**src/pkg/ldtp_consts.vh**
```
// Constants for the lane detect and test pattern register bank.
// Included by the design files; definitions only.
`ifndef LDTP_CONSTS_VH
`define LDTP_CONSTS_VH

`define LDTP_ADDR_W          12
`define LDTP_OFF_EVEN_LANES  12'h200
`define LDTP_OFF_ODD_LANES   12'h204
`define LDTP_OFF_PAT_W0      12'h210
`define LDTP_OFF_PAT_W1      12'h214
`define LDTP_OFF_PAT_W2      12'h218
`define LDTP_OFF_PAT_W3      12'h21c
`define LDTP_OFF_PAT_MASK    12'hff0

`define LDTP_CMP_LSB         0
`define LDTP_EID_LSB         8
`define LDTP_RND_LSB         16
`define LDTP_RXD_LSB         24
`define LDTP_LANES_PER_REG   2

`define LDTP_CMP_RESET       2'h3
`define LDTP_EID_RESET       2'h0
`define LDTP_RND_RESET       2'h0
`define LDTP_PAT_RESET       32'h00000000

`define LDTP_PAT_WORDS       4
`define LDTP_PAT_BYTES       16
`define LDTP_BYTE_IDX_W      4

`endif

```
**src/logic/ldtp_pattern_mem.v**
```verilog
// Four-word user pattern store with a registered byte read port.
// Writes come from the register bank; the byte port feeds the transmitter.
`timescale 1ns/1ns
`include "ldtp_consts.vh"

module ldtp_pattern_mem #(
  parameter WORDS = `LDTP_PAT_WORDS
) (
  // Clock and reset
  input  wire        sys_clk_i,
  input  wire        rst_n_i,
  // Word write and read
  input  wire        wr_en_i,
  input  wire [1:0]  wr_idx_i,
  input  wire [31:0] wr_data_i,
  input  wire [1:0]  rd_idx_i,
  output reg  [31:0] rd_data_o,
  // Byte read for the transmitter
  input  wire [3:0]  byte_idx_i,
  output reg  [7:0]  byte_o
);

  reg [31:0] mem_q [0:WORDS-1];
  genvar g;

  generate
    for (g = 0; g < WORDS; g = g + 1)
    begin : g_word
      always @(posedge sys_clk_i or negedge rst_n_i)
      begin
        if (!rst_n_i)
          mem_q[g] <= `LDTP_PAT_RESET;
        else if (wr_en_i && wr_idx_i == g)
          mem_q[g] <= wr_data_i;
      end
    end
  endgenerate

  // Byte k lives in word k/4, lanes ascending, so bits 7:0 go first.
  always @(posedge sys_clk_i or negedge rst_n_i)
  begin
    if (!rst_n_i)
    begin
      rd_data_o <= 32'h00000000;
      byte_o    <= 8'h00;
    end
    else
    begin
      rd_data_o <= mem_q[rd_idx_i];
      byte_o    <= mem_q[byte_idx_i[3:2]][byte_idx_i[1:0]*8 +: 8];
    end
  end

endmodule

```
**src/logic/ldtp_top.v**
```verilog
// Per-lane detect control/status and user test pattern registers.
// Assumes a simple same-clock register port, a sticky reset apart from the
// link reset, and LTSSM/SerDes logic on sys_clk_i.
`timescale 1ns/1ns
`include "ldtp_consts.vh"

module ldtp_top #(
  parameter LANES = 4
) (
  // Clock and resets
  input  wire             sys_clk_i,
  input  wire             rst_n_i,
  input  wire             link_rst_n_i,
  // Register port
  input  wire             reg_wr_i,
  input  wire             reg_rd_i,
  input  wire [11:0]      reg_addr_i,
  input  wire [31:0]      reg_wdata_i,
  output reg  [31:0]      reg_rdata_o,
  output reg              reg_rvalid_o,
  // Lane status from the SerDes and LTSSM
  input  wire [LANES-1:0] rx_found_i,
  input  wire [LANES-1:0] rx_found_vld_i,
  input  wire [LANES-1:0] idle_exit_seen_i,
  input  wire [LANES-1:0] infer_dis_i,
  input  wire             in_polling_active_i,
  // Lane controls to the SerDes and LTSSM
  output wire [LANES-1:0] analog_idle_en_o,
  output wire [LANES-1:0] idle_infer_en_o,
  output wire [LANES-1:0] rx_present_o,
  output wire             compliance_go_o,
  // Loopback and pattern transmit
  input  wire             loopback_cmd_i,
  input  wire             loopback_master_i,
  input  wire             pat_enable_i,
  output wire             loopback_req_o,
  output reg  [7:0]       tx_byte_o,
  output reg              tx_is_ctrl_o,
  output reg              tx_valid_o,
  input  wire             tx_ctrl_sel_i
);

  localparam ST_IDLE = 1'b0;
  localparam ST_SEND = 1'b1;

  reg  [LANES-1:0] cmp_mask_q;
  reg  [LANES-1:0] eid_mask_q;
  reg  [LANES-1:0] rnd_mask_q;
  reg  [LANES-1:0] rxd_q;
  reg  [LANES-1:0] exit_seen_q;
  reg              st_q;
  reg  [3:0]       idx_q;
  reg              send_q;
  reg              pat_rd_q;
  reg  [31:0]      rdata_q;
  wire [31:0]      pat_rdata;
  wire [7:0]       pat_byte;
  wire             pat_hit;
  wire             sending;
  wire [LANES-1:0] lane_ok;

  // Lane pair to register word; unused bit fields stay zero.
  function [31:0] pack_lanes;
    input [1:0] cmp;
    input [1:0] eid;
    input [1:0] rnd;
    input [1:0] rxd;
    begin
      pack_lanes = 32'h00000000;
      pack_lanes[`LDTP_CMP_LSB +: 2] = cmp;
      pack_lanes[`LDTP_EID_LSB +: 2] = eid;
      pack_lanes[`LDTP_RND_LSB +: 2] = rnd;
      pack_lanes[`LDTP_RXD_LSB +: 2] = rxd;
    end
  endfunction

  assign pat_hit = (reg_addr_i & `LDTP_OFF_PAT_MASK) == `LDTP_OFF_PAT_W0;

  // Masks live on the fundamental reset only, so a link reset keeps them.
  always @(posedge sys_clk_i or negedge rst_n_i)
  begin
    if (!rst_n_i)
    begin
      cmp_mask_q <= {(LANES/2){`LDTP_CMP_RESET}};
      eid_mask_q <= {(LANES/2){`LDTP_EID_RESET}};
      rnd_mask_q <= {(LANES/2){`LDTP_RND_RESET}};
    end
    else if (reg_wr_i && reg_addr_i == `LDTP_OFF_EVEN_LANES)
    begin
      cmp_mask_q[1:0] <= reg_wdata_i[`LDTP_CMP_LSB +: 2];
      eid_mask_q[1:0] <= reg_wdata_i[`LDTP_EID_LSB +: 2];
      rnd_mask_q[1:0] <= reg_wdata_i[`LDTP_RND_LSB +: 2];
    end
    else if (reg_wr_i && reg_addr_i == `LDTP_OFF_ODD_LANES)
    begin
      cmp_mask_q[3:2] <= reg_wdata_i[`LDTP_CMP_LSB +: 2];
      eid_mask_q[3:2] <= reg_wdata_i[`LDTP_EID_LSB +: 2];
      rnd_mask_q[3:2] <= reg_wdata_i[`LDTP_RND_LSB +: 2];
    end
  end

  // Detect result follows the serializer; the idle-exit flag is per training pass.
  always @(posedge sys_clk_i or negedge rst_n_i)
  begin
    if (!rst_n_i)
    begin
      rxd_q       <= {LANES{1'b0}};
      exit_seen_q <= {LANES{1'b0}};
    end
    else if (!link_rst_n_i)
    begin
      exit_seen_q <= {LANES{1'b0}};
    end
    else
    begin
      rxd_q       <= (rxd_q & ~rx_found_vld_i) | (rx_found_i & rx_found_vld_i);
      if (in_polling_active_i)
        exit_seen_q <= exit_seen_q | idle_exit_seen_i;
      else
        exit_seen_q <= {LANES{1'b0}};
    end
  end

  assign analog_idle_en_o = ~eid_mask_q;
  assign idle_infer_en_o  = eid_mask_q & ~infer_dis_i;
  assign rx_present_o     = rxd_q | rnd_mask_q;
  assign lane_ok          = ~cmp_mask_q | (rx_present_o & ~exit_seen_q & ~idle_exit_seen_i);
  assign compliance_go_o  = in_polling_active_i && (|cmp_mask_q) && (&lane_ok);
  assign loopback_req_o   = loopback_cmd_i;
  assign sending          = pat_enable_i && loopback_master_i;

  // Register read, one cycle after the strobe.
  always @(posedge sys_clk_i or negedge rst_n_i)
  begin
    if (!rst_n_i)
    begin
      reg_rvalid_o <= 1'b0;
      pat_rd_q     <= 1'b0;
      rdata_q      <= 32'h00000000;
    end
    else
    begin
      reg_rvalid_o <= reg_rd_i;
      pat_rd_q     <= reg_rd_i && pat_hit;
      case (reg_addr_i)
        `LDTP_OFF_EVEN_LANES:
          rdata_q <= pack_lanes(cmp_mask_q[1:0], eid_mask_q[1:0], rnd_mask_q[1:0], rxd_q[1:0]);
        `LDTP_OFF_ODD_LANES:
          rdata_q <= pack_lanes(cmp_mask_q[3:2], eid_mask_q[3:2], rnd_mask_q[3:2], rxd_q[3:2]);
        default:
          rdata_q <= 32'h00000000;
      endcase
    end
  end

  ldtp_pattern_mem #(
    .WORDS      (`LDTP_PAT_WORDS)
  ) u_mem (
    .sys_clk_i  (sys_clk_i),
    .rst_n_i    (rst_n_i),
    .wr_en_i    (reg_wr_i && pat_hit),
    .wr_idx_i   (reg_addr_i[3:2]),
    .wr_data_i  (reg_wdata_i),
    .rd_idx_i   (reg_addr_i[3:2]),
    .rd_data_o  (pat_rdata),
    .byte_idx_i (idx_q),
    .byte_o     (pat_byte)
  );

  // Byte sequencer: 0..15 in order, wrapping while enabled.
  always @(posedge sys_clk_i or negedge rst_n_i)
  begin
    if (!rst_n_i)
    begin
      st_q   <= ST_IDLE;
      idx_q  <= 4'h0;
      send_q <= 1'b0;
    end
    else
    begin
      send_q <= 1'b0;
      case (st_q)
        ST_IDLE:
        begin
          idx_q <= 4'h0;
          if (sending)
          begin
            st_q   <= ST_SEND;
            idx_q  <= 4'h1;
            send_q <= 1'b1;
          end
        end
        ST_SEND:
        begin
          if (!sending)
          begin
            st_q  <= ST_IDLE;
            idx_q <= 4'h0;
          end
          else
          begin
            idx_q  <= idx_q + 4'h1;
            send_q <= 1'b1;
          end
        end
        default:
          st_q <= ST_IDLE;
      endcase
    end
  end

  // The memory's byte port is one cycle behind idx_q, which starts at 1, so pat_byte and send_q already line up here.
  always @(posedge sys_clk_i or negedge rst_n_i)
  begin
    if (!rst_n_i)
    begin
      tx_byte_o    <= 8'h00;
      tx_is_ctrl_o <= 1'b0;
      tx_valid_o   <= 1'b0;
    end
    else
    begin
      tx_valid_o   <= send_q && sending;
      tx_byte_o    <= pat_byte;
      tx_is_ctrl_o <= tx_ctrl_sel_i;
    end
  end

  // A pattern read returns the memory word registered on the strobe cycle.
  // Both sources are flops loaded on the same edge, so only a select follows them.
  always @*
  begin
    reg_rdata_o = rdata_q;
    if (pat_rd_q)
      reg_rdata_o = pat_rdata;
  end

endmodule

```
**config.mk**
```make
export PLATFORM = sky130hd
export DESIGN_NAME = ldtp_top
export DESIGN_NICKNAME = d
export VERILOG_FILES = /design/src/logic/ldtp_pattern_mem.v /design/src/logic/ldtp_top.v
export VERILOG_INCLUDE_DIRS = /design/src /design/src/pkg
export SDC_FILE = /design/constraint.sdc
export NUM_CORES = 1
export LEC_CHECK = 0
export BUFFER_PORTS_ARGS = -buffer_cell sky130_fd_sc_hd__buf_2
export CAP_MARGIN = 20
export CORE_MARGIN = 5
export CORE_UTILIZATION = 40
export CTS_CLUSTER_DIAMETER = 150
export CTS_CLUSTER_SIZE = 20
export DETAILED_ROUTE_END_ITERATION = 16
export SYNTH_ARGS = -nofsm -noshare
export SYNTH_HDL_FRONTEND = slang
export SYNTH_SLANG_ARGS = --single-unit
```
**constraint.sdc**
```tcl
create_clock -name sys_clk_i -period 1.7 [get_ports sys_clk_i]
set_input_delay 0.085 -clock sys_clk_i [delete_from_list [all_inputs] [get_ports sys_clk_i]]
set_output_delay 0.085 -clock sys_clk_i [all_outputs]
set_load 0.01 [all_outputs]
```
==> qor.txt, run 1 <==
Status -> finished, violations left
Failing checks -> negative setup slack
HP Start -> pat_enable_i
Synthesized cell area -> 9439 sq um
Final Cycle Share -> 1.015
DRT Wirelength -> 23.22 mm
Port Buffer Count -> 124
Max-cap violation count -> 0
RSZ-0062 raised after global routing -> true
#FFs+latches synth -> 213
Cell Pwr Density -> 770.3 nW/um^2
CP Cell Sequence -> buf_12 > buf_12 > buf_6 > mux4_2 > a22oi_2 > nand2_1
Post-DP HPWL -> 15.18 mm
Sequential share of the synthesized area -> 0.5652
Most frequent CP cell -> buf_12
Die X-Extent -> 163.6 microns
Synth warn -> 0
Largest net degree at the start of global routing -> 60
Avg Inst Size Synth -> 16.14 sq um
Post-Place Cells -> 1027
Final setup violation count -> 3
Root buf cell -> clkbuf_16
Layout cells sized above 1 -> 0.5443
Worst Hold Path EP -> idx_q[0]
Largest family of logic cells by synthesized area -> multiplexers
Actual slew at the worst max-slew pin -> 961.0 ps
Max FO, Critical Path -> 5
Minimum clock period -> 1726 ps
Final Non-Filler Cells -> 1120
Leakage -> 5.803 nW
Final Slew Violations -> 0
Total GRT Usage -> 0.1762
Worst-path clk slew -> 90 ps
P_int -> 7.110 mW
Via count -> 5855
Cell count after synthesis -> 585
# DRC -> 0
Post-layout power -> 9.211 mW
1st-iter DRT viols -> 299
Sequential power share -> 0.565
First-pass detailed-route iteration total -> 4
Grt ovf -> 0
Slowest cell delay on critical path -> 530 ps
NetSw -> 2.101 mW
Number of global-route vias before repair -> 6548
Logic pwr share -> 0.072
Row count -> 56
Worst VDD drop -> 0.0004513 V
Antenna-violating nets left -> 0
Simple-gate share of the synthesized area -> 0.05209
Fmax -> 579.3 MHz
Top-Level Pins -> 127
Synth cell types -> 35
Final Wtd Congestion -> 0.7625
Hold Violations, Final -> 0
Flop-to-flop setup slack -> -30 ps
Overall die height -> 163.6 microns
First-pass GRT wire length -> 37.20 mm
Compound-Gate Fraction of Synth Area -> 0.02373
Clk pwr share -> 0.363
Antenna diodes -> 0
Final core utilization -> 0.5125
Die ar. -> 26770 sq um
WP data required -> 2050 ps
Kind of critical path -> flop to flop
Htree depth -> 1
Core ar. -> 23330 sq um
Fin nets -> 867
Reg2Reg Capture Point -> u_mem.byte_o[3]
Final worst setup slack -> -26.09 ps
Worst min path class -> input port to flop
CP Launch Type -> flop
Clock skew after layout -> 14.46 ps
Worst hold path stage count -> 3
Area growth syn-to-layout -> 26.68%
Adder-cell share of the synthesized area -> 0.001326
CTS Buffer Depth -> 3
Initial antenna violation count -> 0
Sw frac -> 0.2281
Routed WL per cell -> 20.74 microns
Syn_nets -> 656
Crit-path slowest cell -> mux4_2
Worst setup EP type -> flop
Initial Utilization -> 0.4045
Synth Area in XOR/XNOR -> 0.001856
Clk_lat worst skew -> 470 ps
CTS tree -> yes
CP arrival -> 2070 ps
Relative max-transition margin -> 0.3570
Clock tree sinks -> 213
Multiplexer share of the synthesized area -> 0.3340
DR vias/cell -> 5.228
Final setup TNS -> -64.13 ps
Reg2reg start -> idx_q[2]
Reg2Reg Depth -> 6
Number of CTS-inserted buffers -> 14
## cell usage after synthesis, drive strengths merged
master	instances	share of area
a31oi	1	0.00066
nand3	3	0.0016
nor4bb	1	0.0011
inv	5	0.0020
a22oi	16	0.013
mux4	64	0.15
a21oi	1	0.00053
mux2	152	0.18
and4	2	0.0019
dfrtp	209	0.55
clkbuf	10	0.0040
dfstp	4	0.011
xnor2	1	0.00093
ha	1	0.0013
and2	27	0.018
xor2	1	0.00093
nand2	15	0.0060
a21boi	3	0.0024
buf	25	0.016
nor3b	1	0.0020
nor2	19	0.0078
nor3	6	0.0048
nand2b	1	0.00066
nor4b	1	0.0025
or2	4	0.0027
nor2b	2	0.0013
a22o	8	0.0074
nand4	2	0.0020
## worst max-delay path by stage
stage / start / endpoint / slack (ps)
3_5_place_dp: reg_addr_i[8] / u_mem.mem_q[38] / -140
6_report: idx_q[2] / u_mem.byte_o[3] / -30
3_3_place_gp: reg_addr_i[8] / u_mem.mem_q[58] / -90
2_1_floorplan: idx_q[2] / u_mem.byte_o[5] / 20
4_1_cts: idx_q[2] / u_mem.byte_o[6] / -40
5_1_grt: flop / compliance_go_o / -90
## flip-flops by register name, summed over array words and instances (netlist names), 4 cells and up, named ones only
| register | count |
|---|---|
| eid_mask_q | 4 |
| exit_seen_q | 4 |
| rdata_q | 8 |
| u_mem.rd_data_o | 32 |
| u_mem.byte_o | 8 |
| idx_q | 4 |
| cmp_mask_q | 4 |
| tx_byte_o | 8 |
| u_mem.mem_q | 128 |
| rnd_mask_q | 4 |
## layer usage
layer / GRT usage / share of wire
met5: 0 / 0
met4: 0.03088 / 0.010
met3: 0.02372 / 0.047
met2: 0.3016 / 0.50
met1: 0.2451 / 0.44
## timing repair
item | 4_1_cts | 5_1_grt
hold buffers | 55 | 0
setup endpoints to repair | 37 | 29
hold endpoints to repair | 206 | 0
resized for setup | 4 | 25
pin swaps | 1 | 12
setup buffers | 5 | 11
gates cloned | 0 | 1
## power by group through the flow
stage               logic, mW  clock network (mW)  registers [mW]
floorplan               0.218                   0            5.29
global placement        0.527                   0            5.30
detailed placement      0.544                   0            5.31
CTS                     0.666                3.47            5.20
global route            0.735                3.64            5.22
finish                  0.664                3.34            5.20
## cell usage in the layout, fill, tap and decap left out, drive strengths merged, types with 2 or more instances in the layout
master / instances
a21boi: 3
a22o: 8
a22oi: 16
and2: 27
and4: 2
buf: 173
clkbuf: 22
dfrtp: 209
dfstp: 4
dlygate4sd3: 55
inv: 6
mux2: 152
mux4: 64
nand2: 15
nand3: 3
nand4: 2
nor2: 19
nor2b: 2
nor3: 6
or2: 4
## stage by stage
stage	setup slack (ps)	hold WS, ps	instance area (sq um)
global placement	-91.22	89.01	10720
finish	-26.09	70.90	11960
detailed placement	-139.7	99.04	10720
CTS	-39.41	39.76	11720
floorplan	24.92	-210.6	9439
global route	-94.85	60.08	11960
## cell families (layout without fill, tap and decap cells)
logic type / Yosys count / after routing
simple gates: 84 / 84
mux: 216 / 216
fa+ha+maj: 1 / 1
flops: 213 / 213
buf+inv: 40 / 256
xor+xnor: 2 / 2
compound gates: 29 / 29
## final cells by class
class	instances	area, sq um
clock buffer	20	394.1
clock inverter	1	8.758
fill	1964	11370
inverter	5	18.77
multi-input combinational	332	4001
sequential	213	5338
tap	319	399.1
timing repair buffer	230	1798
## worst max-delay path, delay by kind of cell, from the launching register on
| family | cells | cell delay, ps |
|---|---|---|
| buffers and inverters | 3 | 340 |
| multiplexers | 1 | 530 |
| AND/OR/NAND/NOR | 1 | 90 |
| AO/OA/AOI/OAI | 1 | 190 |
| flip-flops | 1 | 440 |
Power figures use the tool's default switching activity.
==> inputs of run 2 (changes only) <==
--- a/config.mk
+++ b/config.mk
@@ -6,13 +6,13 @@
 export SDC_FILE = /design/constraint.sdc
 export NUM_CORES = 1
 export LEC_CHECK = 0
-export BUFFER_PORTS_ARGS = -buffer_cell sky130_fd_sc_hd__buf_2
 export CAP_MARGIN = 20
 export CORE_MARGIN = 5
 export CORE_UTILIZATION = 40
 export CTS_CLUSTER_DIAMETER = 150
 export CTS_CLUSTER_SIZE = 20
 export DETAILED_ROUTE_END_ITERATION = 16
+export DONT_BUFFER_PORTS = 1
 export SYNTH_ARGS = -nofsm -noshare
 export SYNTH_HDL_FRONTEND = slang
 export SYNTH_SLANG_ARGS = --single-unit
==> qor.txt, run 2 (synthesized netlist as in run 1, its figures left out) <==
Final Slew Violations -> 0
Die X-Extent -> 163.6 microns
Worst min path class -> input port to async pin
Post-layout power -> 8.981 mW
Worst hold slack -> -693.6 ps
Clock skew after layout -> 13.40 ps
Final Wtd Congestion -> 0.7770
Worst-path clk slew -> 90 ps
Core ar. -> 23330 sq um
Actual slew at the worst max-slew pin -> 668.6 ps
DRT Wirelength -> 22.92 mm
Clk_lat worst skew -> 470 ps
Largest registers -> u_mem.mem_q: 128 flops, u_mem.rd_data_o: 32 flops
Root buf cell -> clkbuf_16
Kind of critical path -> flop to output port
Dpl ws -> -17.82 ps
Hold Violations, Final -> 213
Commonest cells after routing, fill and taps aside -> dfrtp_1, mux2_2, mux4_2, dlygate4sd3_1, and2_1
DR vias/cell -> 5.439
Final Cycle Share -> 1.060
CP arrival -> 1720 ps
Die ar. -> 26770 sq um
Crit-path leading delay family -> simple AND/OR/NAND/NOR gates
Largest net degree at the start of global routing -> 214
Initial Utilization -> 0.4045
CTS tree -> yes
Max-cap violation count -> 0
Slowest cell delay on critical path -> 400 ps
Final Non-Filler Cells -> 996
Total GRT Usage -> 0.1705
Initial antenna violation count -> 2
Fin nets -> 742
Number of global-route vias before repair -> 6092
# DRC -> 0
CP Launch Type -> flop
Antenna-violating nets left -> 0
Htree depth -> 1
Clock tree sinks -> 213
CP Cell Sequence -> or2_2 > a31oi_2 > nor4bb_4 > buf_4
Max FO, Critical Path -> 3
Status -> finished, violations left
Post-Place Cells -> 902
Crit-path slowest cell -> dfrtp_1
Buf/Inv on CP -> 1
Failing checks -> negative hold slack, negative setup slack
Final worst setup slack -> -102.3 ps
Worst VDD drop -> 0.0006212 V
Final setup violation count -> 1
Max FFs per register -> 128
Overall die height -> 163.6 microns
Cell Pwr Density -> 794.2 nW/um^2
Leakage -> 5.246 nW
Fmax -> 554.9 MHz
Hold-fix buffers, CTS -> 66
WP data required -> 1620 ps
RSZ-0062 raised after global routing -> true
CTS Buffer Depth -> 3
Reg with most FFs -> u_mem.mem_q
First-pass detailed-route iteration total -> 4
Top-Level Pins -> 127
Layout cells sized above 1 -> 0.4438
Most common cell after layout, fill and taps aside -> dfrtp_1
Grt ovf -> 0
Number of CTS-inserted buffers -> 14
Relative max-transition margin -> 0.5522
Row count -> 56
Worst setup EP type -> output port
First-pass GRT wire length -> 35.51 mm
Post-DP HPWL -> 14.53 mm
1st-iter DRT viols -> 299
Via count -> 5417
Port Buffer Count -> 0
Routed WL per cell -> 23.01 microns
Area growth syn-to-layout -> 19.79%
Minimum clock period -> 1802 ps
## run 2: changes by cell type in the layout (fill, tap and decap cells not counted), moves of 2 or more
cell | previous run | this run
a22oi_1 | 3 | 6
buf_2 | 123 | 0
a22oi_2 | 13 | 10
buf_4 | 28 | 26
buf_12 | 15 | 11
dlygate4sd3_1 | 55 | 63
buf_6 | 6 | 2
## run 2: final timing paths
path,startpoint,end,slack (ps),cells after the start
worst max-delay path,flop,compliance_go_o,-100,4
worst min-delay path,rst_n_i,u_mem.mem_q[26],-690,0
worst max register to register,idx_q[2],u_mem.byte_o[1],50,5
worst min register to register,u_mem.byte_o[3],tx_byte_o[3],350,0
max in group asynchronous,rst_n_i,cmp_mask_q[2],2050,0
min in group sys_clk_i,reg_addr_i[3],rnd_mask_q[1],40,3
## run 2: area by class of cell
type / count / area (sq um)
diodes: 1 / 2.502
clock buffers: 20 / 394.1
flip-flops and latches: 213 / 5338
repair buffers: 105 / 1134
multi-input cells: 332 / 4013
clock inverters: 1 / 8.758
well taps: 319 / 399.1
fillers: 2007 / 12030
inverters: 5 / 18.77
## run 2: what timing repair did
action / in CTS / in global routing
endpoints found under the hold margin: 401 / 213
cloned: 0 / 1
pin swaps: 1 / 7
setup buffers: 0 / 5
setup endpoints to repair: 36 / 10
gates resized for setup: 4 / 21
## run 2: per-layer routing
| metal | routed length, microns | part of all wire | vias to the layer above | global-route usage |
|---|---|---|---|---|
| met5 | 11 | 0.00048 | - | 0 |
| met4 | 242 | 0.011 | 2 | 0.02592 |
| met3 | 1233 | 0.054 | 20 | 0.03230 |
| met1 | 9813 | 0.43 | 2907 | 0.2316 |
| met2 | 11620 | 0.51 | 136 | 0.2927 |
| li1 | - | - | 2352 | - |
## run 2: metrics by stage
stage / utilization / setup TNS [ps] / cell area, sq um
detailed placement: 0.4304 / -280.0 / 10040
global placement: 0.4304 / -23.56 / 10040
global route: 0.4846 / -325.2 / 11310
CTS: 0.4776 / -89.95 / 11140
finish: 0.4846 / -102.3 / 11310
floorplan: - / 0 / 9439
## run 2: worst register-to-register path: stages, from the launching register on
cell and delay [ps]:
dfrtp_2 450, buf_12 190, buf_6 120, mux4_2 490, a22oi_2 210, nand2_1 80
## run 2: report_power, final
part / internal (mW) / switching (mW) / leakage, nW
clock: 1.63 / 1.70 / 0.195
combinational: 0.256 / 0.184 / 2.12
sequential: 5.15 / 0.0585 / 2.93
